===== config.mk =====
export PLATFORM = sky130hd
export DESIGN_NAME = jpwv_top
export DESIGN_NICKNAME = d
export VERILOG_FILES = /design/src/jpwv_pkg.sv /design/src/jpwv_cfg_reg.sv /design/src/jpwv_sync.sv /design/src/jpwv_top.sv
export VERILOG_INCLUDE_DIRS = /design/src
export SDC_FILE = /design/constraint.sdc
export NUM_CORES = 1
export LEC_CHECK = 0
export ABC_AREA = 1
export BUFFER_PORTS_ARGS = -buffer_cell sky130_fd_sc_hd__buf_2
export CAP_MARGIN = 20
export CORE_MARGIN = 2
export CORE_UTILIZATION = 45
export DETAILED_ROUTE_END_ITERATION = 7
export PLACE_DENSITY = 0.75
export SKIP_CTS_REPAIR_TIMING = 1
export SLEW_MARGIN = 15
export SYNTH_ARGS = -nofsm -noshare
export SYNTH_HDL_FRONTEND = slang
export SYNTH_HIERARCHICAL = 1
export SYNTH_SLANG_ARGS = --single-unit

===== constraint.sdc =====
create_clock -name CLK_SYS -period 4.8 [get_ports CLK_SYS]
set_clock_uncertainty 0.2 [all_clocks]
set_input_delay 0.48 -clock CLK_SYS [delete_from_list [all_inputs] [get_ports CLK_SYS]]
set_output_delay 0.48 -clock CLK_SYS [all_outputs]
set_load 0.03 [all_outputs]

===== src/jpwv_defs.svh =====
// constants for the jack pin widget verb block
`ifndef JPWV_DEFS_SVH
`define JPWV_DEFS_SVH

`define JPWV_NODE_D 7'h0D
`define JPWV_NODE_E 7'h0E
`define JPWV_NODE_F 7'h0F

`define JPWV_VERB_W 12
`define JPWV_VERB_GET_PARAM 12'hF00
`define JPWV_VERB_GET_LIST 12'hF02
`define JPWV_VERB_GET_PIN_CONTROL 12'hF07
`define JPWV_VERB_SET_PIN_CONTROL 12'h707
`define JPWV_VERB_GET_UNSOL 12'hF08
`define JPWV_VERB_SET_UNSOL 12'h708
`define JPWV_VERB_GET_SENSE 12'hF09
`define JPWV_VERB_SET_SENSE 12'h709
`define JPWV_VERB_GET_CFG 12'hF1C
`define JPWV_VERB_SET_CFG_HI 10'h1C7
`define JPWV_CFG_SEL_LSB 2

`define JPWV_PARAM_WIDGET_CAPS 8'h09
`define JPWV_PARAM_PIN_CAPS 8'h0C
`define JPWV_PARAM_LISTLEN 8'h0E

`define JPWV_RSP_ZERO 32'h0000_0000
`define JPWV_WIDGET_CAPS_F_BASE 32'h0040_0081
`define JPWV_WIDGET_CAPS_LIST_MASK 32'h0000_0100
`define JPWV_BIAS_CAPS 8'h17
`define JPWV_PIN_CAPS_LOW 8'h37
`define JPWV_PIN_CAPS_HIGH 16'h0000
`define JPWV_LIST_LEN_E 32'h0000_0001
`define JPWV_LIST_ENTRIES_E 32'h0000_0010

`define JPWV_CFG_RESET_D 32'h0121_401F
`define JPWV_CFG_RESET_E 32'h0101_1010
`define JPWV_CFG_OVERRIDE_BIT 8
`define JPWV_CFG_MISC_HI 11
`define JPWV_CFG_MISC_LO 8

`define JPWV_BIAS_HIZ 3'h0
`define JPWV_PIN_CONTROL_RESET 8'h00
`define JPWV_UNSOL_RESET 8'h00
`define JPWV_IMP_ALL_ONES 31'h7FFF_FFFF
`define JPWV_UNSOL_PAD 26'h000_0000

`endif


===== src/jpwv_pkg.sv =====
// types shared by the jack pin widget verb block
package jpwv_pkg;

    typedef struct packed {
        logic [6:0] node;
        logic [11:0] verb;
        logic [7:0] payload;
    } jpwv_cmd_s;

    typedef struct packed {
        logic rsvd_hi;
        logic out_en;
        logic in_en;
        logic [1:0] rsvd_lo;
        logic [2:0] bias;
    } jpwv_pin_control_s;

    typedef struct packed {
        logic en;
        logic rsvd;
        logic [5:0] tag;
    } jpwv_unsol_s;

    typedef enum logic [1:0] {
        JPWV_SENSE_IDLE = 2'b01,
        JPWV_SENSE_BUSY = 2'b10
    } jpwv_sense_e;

    typedef logic [31:0] jpwv_word_t;

endpackage


===== src/jpwv_cfg_reg.sv =====
// default configuration word written one byte per set verb
`timescale 1ns/100ps
module jpwv_cfg_reg #(
    parameter logic [31:0] RESET_VALUE = 32'h0000_0000
) (
    input logic clk,
    input logic srst,
    input logic ce,
    input logic wr,
    input logic [1:0] byte_sel,
    input logic [7:0] data,
    output logic [31:0] cfg
);
    genvar g;
    generate
        for (g = 0; g < 4; g++) begin : g_byte
            logic [7:0] byte_q;
            always_ff @(posedge clk) begin
                if (srst) begin
                    byte_q <= RESET_VALUE[g*8 +: 8];
                end else if (ce && wr && (byte_sel == 2'(g))) begin
                    byte_q <= data;
                end
            end
            assign cfg[g*8 +: 8] = byte_q;
        end
    endgenerate
endmodule


===== src/jpwv_sync.sv =====
// three-stage synchroniser with agreement filter for a pin level
`timescale 1ns/100ps
module jpwv_sync (
    input logic clk,
    input logic srst,
    input logic ce,
    input logic pin,
    output logic level
);
    logic s1_q;
    logic s2_q;
    logic s3_q;
    logic level_q;

    always_ff @(posedge clk) begin
        if (srst) begin
            s1_q <= 1'b0;
            s2_q <= 1'b0;
            s3_q <= 1'b0;
        end else if (ce) begin
            s1_q <= pin;
            s2_q <= s1_q;
            s3_q <= s2_q;
        end
    end

    // change taken only once the last two stages agree
    always_ff @(posedge clk) begin
        if (srst) begin
            level_q <= 1'b0;
        end else if (ce && (s2_q == s3_q)) begin
            level_q <= s3_q;
        end
    end

    assign level = level_q;
endmodule


===== src/jpwv_top.sv =====
// verb decoder and state for the jack pin widget nodes
`timescale 1ns/100ps
`include "jpwv_defs.svh"
module jpwv_top (
    input logic CLK_SYS,
    input logic SRST,
    input logic CE,
    input logic CMD_VALID,
    input jpwv_pkg::jpwv_cmd_s CMD,
    output logic RSP_VALID,
    output jpwv_pkg::jpwv_word_t RSP_DATA,
    output logic UNSOL_VALID,
    input logic UNSOL_READY,
    output jpwv_pkg::jpwv_word_t UNSOL_DATA,
    input logic JACK_E_PRESENT_PIN,
    input logic SECOND_CONV_EN,
    output logic IMP_START,
    output logic IMP_RIGHT,
    input logic IMP_DONE,
    input logic [30:0] IMP_VALUE,
    output logic JACK_E_OUT_EN,
    output logic JACK_E_IN_EN,
    output logic [2:0] JACK_E_BIAS,
    output logic JACK_D_DETECT_OVERRIDE
);
    import jpwv_pkg::*;

    localparam jpwv_word_t PIN_CAPS_E =
        {`JPWV_PIN_CAPS_HIGH, `JPWV_BIAS_CAPS, `JPWV_PIN_CAPS_LOW};
    localparam jpwv_word_t WIDGET_CAPS_E =
        `JPWV_WIDGET_CAPS_F_BASE | `JPWV_WIDGET_CAPS_LIST_MASK;
    localparam logic [7:0] BIAS_CAPS = `JPWV_BIAS_CAPS;

    function automatic logic is_cmd(input jpwv_cmd_s c,
                                    input logic [6:0] n,
                                    input logic [11:0] v);
        is_cmd = (c.node == n) && (c.verb == v);
    endfunction

    function automatic logic is_cfg_set(input jpwv_cmd_s c,
                                        input logic [6:0] n);
        is_cfg_set = (c.node == n) &&
            (c.verb[`JPWV_VERB_W-1:`JPWV_CFG_SEL_LSB] ==
             `JPWV_VERB_SET_CFG_HI);
    endfunction

    function automatic logic [2:0] bias_fix(input logic [2:0] v);
        bias_fix = BIAS_CAPS[v] ? v : `JPWV_BIAS_HIZ;
    endfunction

    logic take;
    jpwv_word_t rsp_d;
    jpwv_word_t rsp_q;
    logic rsp_valid_q;
    jpwv_word_t cfg_d;
    jpwv_word_t cfg_e;
    jpwv_word_t widget_caps_f;
    jpwv_pin_control_s pin_control_q;
    jpwv_pin_control_s pin_wr;
    jpwv_unsol_s unsol_q;
    jpwv_sense_e sense_q;
    logic [30:0] imp_q;
    logic side_q;
    logic start_q;
    logic sense_done;
    logic present_s;
    logic present_eff;
    logic present_prev_q;
    logic insert;
    logic unsol_event;
    logic pending_q;
    logic pending_d;
    jpwv_word_t unsol_data_q;

    assign take = CE && CMD_VALID;
    assign pin_wr = jpwv_pin_control_s'(CMD.payload);

    jpwv_cfg_reg #(
        .RESET_VALUE(`JPWV_CFG_RESET_D)
    ) u_cfg_d (
        .clk(CLK_SYS),
        .srst(SRST),
        .ce(CE),
        .wr(CMD_VALID && is_cfg_set(CMD, `JPWV_NODE_D)),
        .byte_sel(CMD.verb[`JPWV_CFG_SEL_LSB-1:0]),
        .data(CMD.payload),
        .cfg(cfg_d)
    );

    jpwv_cfg_reg #(
        .RESET_VALUE(`JPWV_CFG_RESET_E)
    ) u_cfg_e (
        .clk(CLK_SYS),
        .srst(SRST),
        .ce(CE),
        .wr(CMD_VALID && is_cfg_set(CMD, `JPWV_NODE_E)),
        .byte_sel(CMD.verb[`JPWV_CFG_SEL_LSB-1:0]),
        .data(CMD.payload),
        .cfg(cfg_e)
    );

    jpwv_sync u_present (
        .clk(CLK_SYS),
        .srst(SRST),
        .ce(CE),
        .pin(JACK_E_PRESENT_PIN),
        .level(present_s)
    );

    // third jack list bit tracks the second converter
    assign widget_caps_f = `JPWV_WIDGET_CAPS_F_BASE |
        (SECOND_CONV_EN ? `JPWV_WIDGET_CAPS_LIST_MASK : `JPWV_RSP_ZERO);

    // detect override masks presence
    assign present_eff = present_s &&
        !cfg_e[`JPWV_CFG_OVERRIDE_BIT];
    assign insert = present_eff && !present_prev_q;

    always_comb begin
        rsp_d = `JPWV_RSP_ZERO;
        if (is_cmd(CMD, `JPWV_NODE_E, `JPWV_VERB_GET_PARAM)) begin
            case (CMD.payload)
                `JPWV_PARAM_WIDGET_CAPS: rsp_d = WIDGET_CAPS_E;
                `JPWV_PARAM_PIN_CAPS: rsp_d = PIN_CAPS_E;
                `JPWV_PARAM_LISTLEN: rsp_d = `JPWV_LIST_LEN_E;
                default: rsp_d = `JPWV_RSP_ZERO;
            endcase
        end else if (is_cmd(CMD, `JPWV_NODE_E, `JPWV_VERB_GET_LIST)) begin
            rsp_d = `JPWV_LIST_ENTRIES_E;
        end else if (is_cmd(CMD, `JPWV_NODE_E, `JPWV_VERB_GET_PIN_CONTROL)) begin
            rsp_d = 32'(pin_control_q);
        end else if (is_cmd(CMD, `JPWV_NODE_E, `JPWV_VERB_GET_UNSOL)) begin
            rsp_d = 32'(unsol_q);
        end else if (is_cmd(CMD, `JPWV_NODE_E, `JPWV_VERB_GET_SENSE)) begin
            rsp_d = {present_eff, imp_q};
        end else if (is_cmd(CMD, `JPWV_NODE_E, `JPWV_VERB_GET_CFG)) begin
            rsp_d = cfg_e;
        end else if (is_cmd(CMD, `JPWV_NODE_D, `JPWV_VERB_GET_CFG)) begin
            rsp_d = cfg_d;
        end else if (is_cmd(CMD, `JPWV_NODE_F, `JPWV_VERB_GET_PARAM) &&
                     (CMD.payload == `JPWV_PARAM_WIDGET_CAPS)) begin
            rsp_d = widget_caps_f;
        end
    end

    always_ff @(posedge CLK_SYS) begin
        if (SRST) begin
            rsp_valid_q <= 1'b0;
            rsp_q <= `JPWV_RSP_ZERO;
        end else if (CE) begin
            rsp_valid_q <= CMD_VALID;
            rsp_q <= CMD_VALID ? rsp_d : `JPWV_RSP_ZERO;
        end
    end

    always_ff @(posedge CLK_SYS) begin
        if (SRST) begin
            pin_control_q <= jpwv_pin_control_s'(`JPWV_PIN_CONTROL_RESET);
        end else if (take &&
                     is_cmd(CMD, `JPWV_NODE_E, `JPWV_VERB_SET_PIN_CONTROL)) begin
            pin_control_q.out_en <= pin_wr.out_en;
            pin_control_q.in_en <= pin_wr.in_en;
            pin_control_q.bias <= bias_fix(pin_wr.bias);
        end
    end

    always_ff @(posedge CLK_SYS) begin
        if (SRST) begin
            unsol_q <= jpwv_unsol_s'(`JPWV_UNSOL_RESET);
        end else if (take &&
                     is_cmd(CMD, `JPWV_NODE_E, `JPWV_VERB_SET_UNSOL)) begin
            unsol_q.en <= CMD.payload[7];
            unsol_q.tag <= CMD.payload[5:0];
        end
    end

    // a new trigger while busy restarts the measurement
    always_ff @(posedge CLK_SYS) begin
        if (SRST) begin
            sense_q <= JPWV_SENSE_IDLE;
            imp_q <= `JPWV_IMP_ALL_ONES;
            side_q <= 1'b0;
            start_q <= 1'b0;
        end else if (CE) begin
            start_q <= 1'b0;
            if (take && is_cmd(CMD, `JPWV_NODE_E, `JPWV_VERB_SET_SENSE)) begin
                sense_q <= JPWV_SENSE_BUSY;
                imp_q <= `JPWV_IMP_ALL_ONES;
                side_q <= CMD.payload[0];
                start_q <= 1'b1;
            end else begin
                case (sense_q)
                    JPWV_SENSE_IDLE: sense_q <= JPWV_SENSE_IDLE;
                    JPWV_SENSE_BUSY: begin
                        if (IMP_DONE) begin
                            sense_q <= JPWV_SENSE_IDLE;
                            imp_q <= IMP_VALUE;
                        end
                    end
                    default: sense_q <= JPWV_SENSE_IDLE;
                endcase
            end
        end
    end

    assign sense_done = (sense_q == JPWV_SENSE_BUSY) && IMP_DONE &&
        !(CMD_VALID && is_cmd(CMD, `JPWV_NODE_E, `JPWV_VERB_SET_SENSE));
    assign unsol_event = unsol_q.en && (insert || sense_done);
    // a new event wins over the acceptance of the old one
    assign pending_d = unsol_event ||
        (pending_q && !UNSOL_READY);

    always_ff @(posedge CLK_SYS) begin
        if (SRST) begin
            present_prev_q <= 1'b0;
            pending_q <= 1'b0;
            unsol_data_q <= `JPWV_RSP_ZERO;
        end else if (CE) begin
            present_prev_q <= present_eff;
            pending_q <= pending_d;
            if (unsol_event) begin
                unsol_data_q <= {unsol_q.tag, `JPWV_UNSOL_PAD};
            end
        end
    end

    assign RSP_VALID = rsp_valid_q;
    assign RSP_DATA = rsp_q;
    assign UNSOL_VALID = pending_q;
    assign UNSOL_DATA = unsol_data_q;
    assign IMP_START = start_q;
    assign IMP_RIGHT = side_q;
    assign JACK_E_OUT_EN = pin_control_q.out_en;
    assign JACK_E_IN_EN = pin_control_q.in_en;
    assign JACK_E_BIAS = pin_control_q.bias;
    assign JACK_D_DETECT_OVERRIDE = cfg_d[`JPWV_CFG_OVERRIDE_BIT];
endmodule


; ---- Word level (Yosys, flattened, before mapping)
; Memory sizes are Yosys's and may differ from the RTL's.
; Cells that the tools add are included.
[word_totals]
reg_bits = 156
rom_bits = 8
inputBits = 66
wordCells = 121
mem_count = 1
[mem_list]
columns = memory, depth, word_bits, rd, rd_clocked_by_memory_dff, wr, line
row1 = (no name shown), 8, 1, 1, 0, 0, jpwv_top.sv:48  ; bias_fix = BIAS_CAPS[v] ? v : `JPWV_BIAS_HIZ;
[op_classes]
order_cmp = 1
n_eq_ne = 22
mux = 20
reduce_logical = 51
[op_table]
columns = op, n
row1 = 32-bit 2-to-1 mux, 8
row2 = 31-bit 2-to-1 mux, 3
row3 = "12-bit == test, second input constant", 6
row4 = 23-bit one-hot mux with 3 select lines, 1
row5 = 1-bit logical AND, 38
row6 = "12-bit by 11-bit == test with 1-bit output, second input constant", 3
row7 = "8-bit by 4-bit == test with 1-bit output, second input constant", 3
row8 = 23-bit 2-to-1 mux, 1
row9 = "7-bit by 4-bit == test with 1-bit output, second input constant", 3
row10 = "10-bit by 9-bit == test with 1-bit output, second input constant", 1
row11 = 9-bit 2-to-1 mux, 1
row12 = "2-bit == test, second input constant", 3
row13 = 2-bit 2-to-1 mux, 3
row14 = 2-bit AND reduction, 3
row15 = 1-bit zero test, 4
row16 = "3-bit by 4-bit less-than comparator with 1-bit output, second input constant", 1
row17 = 2-bit nonzero test, 2
row18 = 3-bit 2-to-1 mux, 1
row19 = "3-bit inequality test, second input constant", 1
row20 = 3-bit AND reduction, 1
row21 = "2-bit by 1-bit == test with 1-bit output, second input constant", 1
row22 = 2-bit zero test, 1
row23 = 1-bit logical OR, 2
row24 = 1-bit 2-to-1 mux, 2
row25 = 1-bit == test, 1

; ---- Longest topological paths before layout
; Gate-level depths: netlist (run 1).
[depth]
word_depth = 12
depth_mapped = 14

; ---- By module
; Netlist (run 1), hierarchy kept.
[by_module_without_submodules]
columns = mod, n_inst, cells_each, area_each_um2, seq_area_each_um2
row1 = jpwv_top, 1, 716, 4827.1, 1761.7
row2 = jpwv_cfg_reg (u_cfg_e), 1, 187, 1291.2, 640.6
row3 = jpwv_cfg_reg (u_cfg_d), 1, 182, 1285.0, 640.6
row4 = jpwv_sync, 1, 20, 147.6, 80.1

; ---- Worst setup path after synthesis (run 1)
; OpenSTA, ideal clock, no wires.
[synth_timing]
path_type = input -> register
from = in CMD[24] (netlist name)
to = reg u_cfg_e.g_byte[3].byte_q[5]
arrival_ns = 1.687
required_ns = 4.487
setup_slack_ns = 2.800
stages = 13
path_buffers = 1
cell_sequence = inv_2 nand2_1 nor2_1 nand2_2 inv_2 nand2_1 nor2_1 nand2_1 nor2_4 buf_4 nand2_1 nand2_1 nor2_1
[synth_between]
elab_chain_cells = 5
[synth_rtl]
columns = item, line
row1 = from (decl), jpwv_top.sv:9  ; input jpwv_pkg::jpwv_cmd_s CMD,
row2 = 7-bit by 4-bit == test with 1-bit output, jpwv_top.sv:42  ; is_cfg_set = (c.node == n) &&
row3 = 1-bit logical AND, jpwv_top.sv:42
row4 = 1-bit logical AND, jpwv_top.sv:96  ; .wr(CMD_VALID && is_cfg_set(CMD, `JPWV_NODE_E)),
row5 = 1-bit logical AND (2 in series), jpwv_cfg_reg.sv:21  ; end else if (ce && wr && (byte_sel == 2'(g))) begin
row6 = to (signal assigned), jpwv_cfg_reg.sv:20  ; byte_q <= RESET_VALUE[g*8 +: 8];
row7 = to (signal assigned), jpwv_cfg_reg.sv:22  ; byte_q <= data;
row8 = to (decl), jpwv_cfg_reg.sv:17  ; logic [7:0] byte_q;
; No other way between the ends.
; A chain may end at the register's enable or synchronous reset.

; ---- Final worst setup path (run 1)
[layout_timing]
from = in CMD[24] (netlist name)
to = reg u_cfg_e.g_byte[0].byte_q[2]
[layout_between]
elab_chain_cells = 5
[layout_rtl]
columns = item, line
row1 = 7-bit by 4-bit == test with 1-bit output, jpwv_top.sv:42
row2 = 1-bit logical AND, jpwv_top.sv:42
row3 = 1-bit logical AND, jpwv_top.sv:96
row4 = 1-bit logical AND (2 in series), jpwv_cfg_reg.sv:21
row5 = to (signal assigned), jpwv_cfg_reg.sv:20
row6 = to (signal assigned), jpwv_cfg_reg.sv:22
row7 = to (decl), jpwv_cfg_reg.sv:17
; No other way between the ends.

==> results of run 1 <==
[through the flow]
step	power [mW]	setup WS [ns]	instances	utilization, %
6_report	2.891	2.259	1423	52.71
5_1_grt	2.973	2.057	1423	52.71
4_1_cts	2.896	2.318	1423	52.71
3_5_place_dp	1.500	1.913	1391	48.94
3_3_place_gp	1.498	2.011	1391	48.94
2_1_floorplan	1.449	2.800	1130	-
[metal layers]
metal / part of all wire (%) / vias to the layer above / global-route usage, %
met3: 9.2 / 43 / 5.898
li1: - / 3693 / -
met1: 43 / 3450 / 33.24
met4: 2.8 / 0 / 10.11
met2: 45 / 333 / 37.63
met5: 0 / - / 0
[flip-flops by register name, indices dropped and copies added (netlist names), 2 cells and up]
| signal | cells |
|---|---|
| JACK_E_BIAS | 3 |
| RSP_DATA | 32 |
| UNSOL_DATA | 6 |
| imp_q | 31 |
| sense_q | 2 |
| u_cfg_d/g_byte.byte_q | 32 |
| u_cfg_e/g_byte.byte_q | 32 |
| unsol_q | 7 |
[worst max-delay path, stage by stage]
cell	delay (ns)
buf_2	0.10
inv_2	0.04
nand2_1	0.05
nor2_1	0.17
nand2_2	0.13
inv_2	0.08
nand2_1	0.08
nor2_1	0.15
nand2_1	0.22
inv_1	0.75
nand3_1	0.22
nand2_1	0.13
nor2_1	0.05
[path summary, 6_finish.rpt]
path                            from                     endpoint  cells past startpoint
setup reg to reg     u_present/level               UNSOL_DATA[26]                      7
hold reg to reg       u_present/s3_q              u_present/level                      2
hold / removal    JACK_E_PRESENT_PIN               u_present/s1_q                      3
setup / recovery             CMD[24]  u_cfg_e/g_byte[0].byte_q[2]                     13
[logic make-up (layout without fill, tap and decap cells)]
family,count (synthesis),in the layout,share of synthesized area [%]
and+or+nand+nor,631,631,36.37
DFF,156,156,41.36
buffers and inverters,182,255,11.38
other,1,26,0.04966
AOI/OAI and AO/OA,135,135,10.84
[power breakdown]
part	leakage, nW	total (mW)	internal (mW)	switching (mW)
combinational	2.52	0.177	0.0395	0.138
sequential	1.26	1.30	1.30	0.00126
clock	0.300	1.42	0.875	0.540
total	4.08	2.89	2.21	0.679
[layout by cell type, fill, tap and decap left out, types with 17 or more instances in the layout]
cell type,n
o211ai_1,31
nor2_1,138
conb_1,26
buf_2,113
o21ai_0,18
clkbuf_16,17
nand2_1,287
a21oi_1,60
dfxtp_1,156
inv_1,94
nand3_1,156
[area by class of cell]
cell class / count / area (sq um) / share of cell area [%]
timing repair buffer: 117 / 595.6 / 6.863
clock inverter: 9 / 132.6 / 1.528
tap: 220 / 275.3 / 3.172
clock buffer: 23 / 488.0 / 5.623
inverter: 106 / 399.1 / 4.599
multi-input combinational: 792 / 3665 / 42.23
sequential: 156 / 3123 / 35.99
==> out/results.env, run 1 <==
CTS.HTREE.LEVELS=4
HP-CLASS='input port to flop'
SYNTH_AREA_SQ_UM=7551
SYNTH_LARGEST_AREA_CELL='dfxtp_1'
TIMING.SETUP.TNS_NS=0
GRT.OVERFLOW.TOTAL=0
YOSYS.CELL_COUNT.TOP_TYPE='nand2_1'
STARTPOINT_TYPE='input port'
TIMING.CRITICAL_PATH.ARRIVAL_NS=2.66
TIMING.CRITICAL_PATH.FANOUT_MAX=30
YS_WARN_COUNT=6
STANDARD_CELL_ROWS=47
HOLD_VIOL_FINAL=0
STATUS='completed'
POWER_DENSITY_nW_PER_UM2=333.1
CLKSINKCOUNT=156
PLACE.PORT_BUFFERS=113
REG2REG_SETUP_SLACK_NS=3.04
SYNTH_TOP_CELLS_BY_COUNT='nand2_1, dfxtp_1, nand3_1, nor2_1, inv_1'
WIRELENGTH_MM=21.92
DRT-VIAS-PER-INSTANCE=5.284
AREAGROWTHSYNTHTOFINISH_PCT=14.93
DIODES=0
DIEAREA_SQ_UM=17830
DRTPASS1ITERATIONS=5
NUMBER_OF_ENABLE_TYPE_REGISTER_CELLS_IN_THE_SYNTHESIZED_NETLIST=0
YS_TOP_CELLS_BY_AREA='dfxtp_1, nand2_1, nand3_1, nor2_1, inv_1'
SYNTH_CELL_TYPE_COUNT=39
CLOCK-ROOT-BUFFER='clkbuf_16'
YS.FLOP_TYPE='dfxtp_1'
CAP_VIOLATIONS=0
SYNTH_TOP_AREA_SHARE_PCT=41.36
KIND_OF_END_POINT_OF_THE_CRITICAL_PATH='flop'
SETUP_VIOL=0
CLOCK.FMAX_MHz=393.6
RSZ0062_AT_GRT='no'
ASYNCSETRESETFLOPFRACSYNTH_PCT=0
SYNTH.YOSYS.SEQ_AREA_SHARE_PCT=41.36
LEAKAGE_nW=4.075
POST_DP_CELL_AREA_SQ_UM=8058
LAYOUT.NETS=1256
GRT_PASS1_WL_MM=34.18
TOP_LEVEL_PORTS=140
FLOORPLAN.INITIALDENSITY_PCT=45.86
WL_PER_CELL_UM=15.40
CORE-AREA_SQ_UM=16470
LAYOUT-DRIVE-GT1-SHARE_PCT=16.29
SYNTHESIS.INSTANCES=1105
GRT_UTIL_ALL_LAYERS_PCT=24.56
DIE_W_UM=133.5
DR_TOTAL_VIAS=7519
FILLER_CELL_COUNT=1636
CTS_MAX_PATH_BUFFERS=2
POSTSYNTHAREAPERCELL_SQ_UM=6.833
FINALMAXSLEWVIOLATIONS=0
DETAILEDPLACEMENTHPWL_MM=15.43
CRITPATHKIND='input port to flop'
WORSTMARGINPINSLEW_NS=1.051
TIMING.MAX_SLEW.REL_SLACK_PCT=29.83
INITIAL_ANTENNA_VIOLATION_COUNT=0
DIE_H_UM=133.5
VIA_COUNT_OF_THE_FIRST_GLOBAL_ROUTING_PASS=6618
POST-ROUTE-PERIOD-UTIL_PCT=52.94
GLOBALPLACE.CONGESTION=0.9565
CLK_LATENCY_NS=0.43
TRITONCTS='yes'
SYNTH.FF_LATCH_COUNT=156
TOTAL_CLOCK_BUFFERS_CREATED_BY_CTS=17
TIMING.HOLD.WS_NS=0.08535
CP.REQUIRED_NS=4.92
MINIMUM_CLOCK_PERIOD_AFTER_LAYOUT_NS=2.541
LARGEST_NET_DEGREE_AT_THE_START_OF_GLOBAL_ROUTING=61
IR_WORST_VDD_mV=0.2577
DRC=0
FINISH.INSTANCE_AREA_SQ_UM=8678
DR.FIRST_ITER.DRC_COUNT=671
CTS.REPORTEDPATHS.CLKPINSLEW_NS=0.06
ANTENNA_VIOLATING_NETS_POST_ROUTE=0
Power figures use the tool's default switching activity.
==> run 2, diff against run 1 <==
- PLACE_DENSITY: 0.75 -> 0.77
- clock period: 4.8 -> 2.2 ns (I/O delays scaled with it)
==> out/results.env, run 2 (synthesis gave the netlist of run 1 again) <==
STATUS='finished, violations left'
VIOLATIONS='hold timing'
DIEAREA_SQ_UM=17830
HP-CLASS='input port to flop'
PLACE.PORT_BUFFERS=113
MOST_COMMON_LIBRARY_CELL_IN_THE_LAYOUT_IGNORING_FILL_AND_TAPS='nand2_1'
CTS_MAX_PATH_BUFFERS=2
TIMING.SETUP.TNS_NS=0
CORE-AREA_SQ_UM=16470
DIE_H_UM=133.5
POWER_DENSITY_nW_PER_UM2=704.0
DRTPASS1ITERATIONS=6
MINIMUM_CLOCK_PERIOD_AFTER_LAYOUT_NS=2.033
SETUP_VIOL=0
CLOCK-ROOT-BUFFER='clkbuf_16'
ANTENNA_VIOLATING_NETS_POST_ROUTE=0
MET1WIRELENGTH_MM=9.864
IR_WORST_VDD_mV=0.5623
TIMING.CRITICAL_PATH.FANOUT_MAX=8
CLK_LATENCY_NS=0.43
LAYOUT.NETS=1326
POST-ROUTE-PERIOD-UTIL_PCT=92.39
DIODES=0
DRT-VIAS-PER-INSTANCE=5.208
CRITPATHKIND='input port to flop'
GRT.OVERFLOW.TOTAL=0
DETAILEDPLACEMENTHPWL_MM=15.91
VIA_COUNT_OF_THE_FIRST_GLOBAL_ROUTING_PASS=6724
HOLD_VIOL_FINAL=3
TOTAL_CLOCK_BUFFERS_CREATED_BY_CTS=17
WL_PER_CELL_UM=15.15
MET3_WIRELENGTH_MM=1.890
TRITONCTS='yes'
FINISH.INSTANCE_AREA_SQ_UM=9445
KIND_OF_END_POINT_OF_THE_CRITICAL_PATH='flop'
TIMING.CRITICAL_PATH.ARRIVAL_NS=2.21
DR.FIRST_ITER.DRC_COUNT=815
CLOCK.FMAX_MHz=492.0
MOST-COMMON-LAYOUT-CELLS='nand2_1, dfxtp_1, nand3_1, nor2_1, buf_2'
GRT_PASS1_WL_MM=34.16
CAP_VIOLATIONS=0
LAYOUT-DRIVE-GT1-SHARE_PCT=17.69
ROUTE.TOP_LAYER_USED='met4'
FINALMAXSLEWVIOLATIONS=0
LEAKAGE_nW=4.441
DIE_W_UM=133.5
RSZ0062_AT_GRT='no'
TIMING.HOLD.WS_NS=-0.006384
WORSTMARGINPINSLEW_NS=0.6060
DR_TOTAL_VIAS=7770
LARGEST_NET_DEGREE_AT_THE_START_OF_GLOBAL_ROUTING=61
FINAL_UTIL_PCT=57.36
DRC=0
POST_DP_CELL_AREA_SQ_UM=8363
STARTPOINT_TYPE='input port'
GLOBALPLACE.CONGESTION=0.9631
FLOORPLAN.INITIALDENSITY_PCT=45.86
INITIAL_ANTENNA_VIOLATION_COUNT=0
AREAGROWTHSYNTHTOFINISH_PCT=25.09
ROUTE.MET2.WL_MM=10.27
CP.REQUIRED_NS=2.37
GRT_UTIL_ALL_LAYERS_PCT=24.47
TOP_LEVEL_PORTS=140
CTS.HTREE.LEVELS=4
STANDARD_CELL_ROWS=47
CTS.REPORTEDPATHS.CLKPINSLEW_NS=0.06
WIRELENGTH_MM=22.60
TIMING.MAX_SLEW.REL_SLACK_PCT=59.55
CLKSINKCOUNT=156
[run 2: cell count changes in the layout (fill, tap and decap cells not counted), sizes merged]
cell | previous run | this run
dlygate4sd3 | 0 | 41
clkinv | 4 | 6
inv | 106 | 104
buf | 117 | 146
bufinv | 3 | 6
clkbuf | 23 | 20
clkinvlp | 2 | 1
[run 2: routing by layer]
metal	GRT usage (%)	vias to the layer above
met5	0	-
met1	33.58	3519
met4	8.038	0
met3	5.632	42
met2	38.12	374
li1	-	3835
[run 2: area by class of cell]
type | count | area [sq um]
Fill cell | 1527 | 7020
Tap cell | 220 | 275.3
Sequential cell | 156 | 3123
Inverter | 106 | 399.1
Clock buffer | 20 | 456.7
Multi-Input combinational cell | 792 | 3665
Timing Repair Buffer | 187 | 1311
Clock inverter | 11 | 215.2
[run 2: power by group]
part	internal, mW	switching (mW)
Clock	2.18	1.17
Sequential	2.83	0.00275
Combinational	0.153	0.316
[run 2: worst max-delay path, cell delays in order]
cell,delay (ns)
buf_2,0.10
nor2_1,0.09
nand2_1,0.08
nor2_1,0.22
nand2_1,0.08
nor2_1,0.16
nand2_2,0.16
nor2_2,0.34
nand2_1,0.10
dlygate4sd3_1,0.58
nand3_1,0.09
[run 2: path summary, 6_finish.rpt]
kind	endpoint	depth (start not counted)	start	slack [ns]
max	u_cfg_d/g_byte[1].byte_q[6]	11	CMD[25]	0.17
min	u_cfg_d/g_byte[3].byte_q[6]	5	CMD[6]	-0.006
max reg2reg	UNSOL_DATA[29]	7	u_present/level	0.48
min reg2reg	u_cfg_d/g_byte[0].byte_q[1]	2	u_cfg_d/g_byte[0].byte_q[1]	0.26
[run 2: per-stage QoR]
step	setup slack (ns)	std cells	power (mW)
floorplan	0.4600	1130	3.161
global placement	0.04339	1420	3.298
detailed placement	0.05738	1420	3.297
CTS	0.4640	1451	6.603
global route	0.01470	1492	6.832
finish	0.1674	1492	6.650
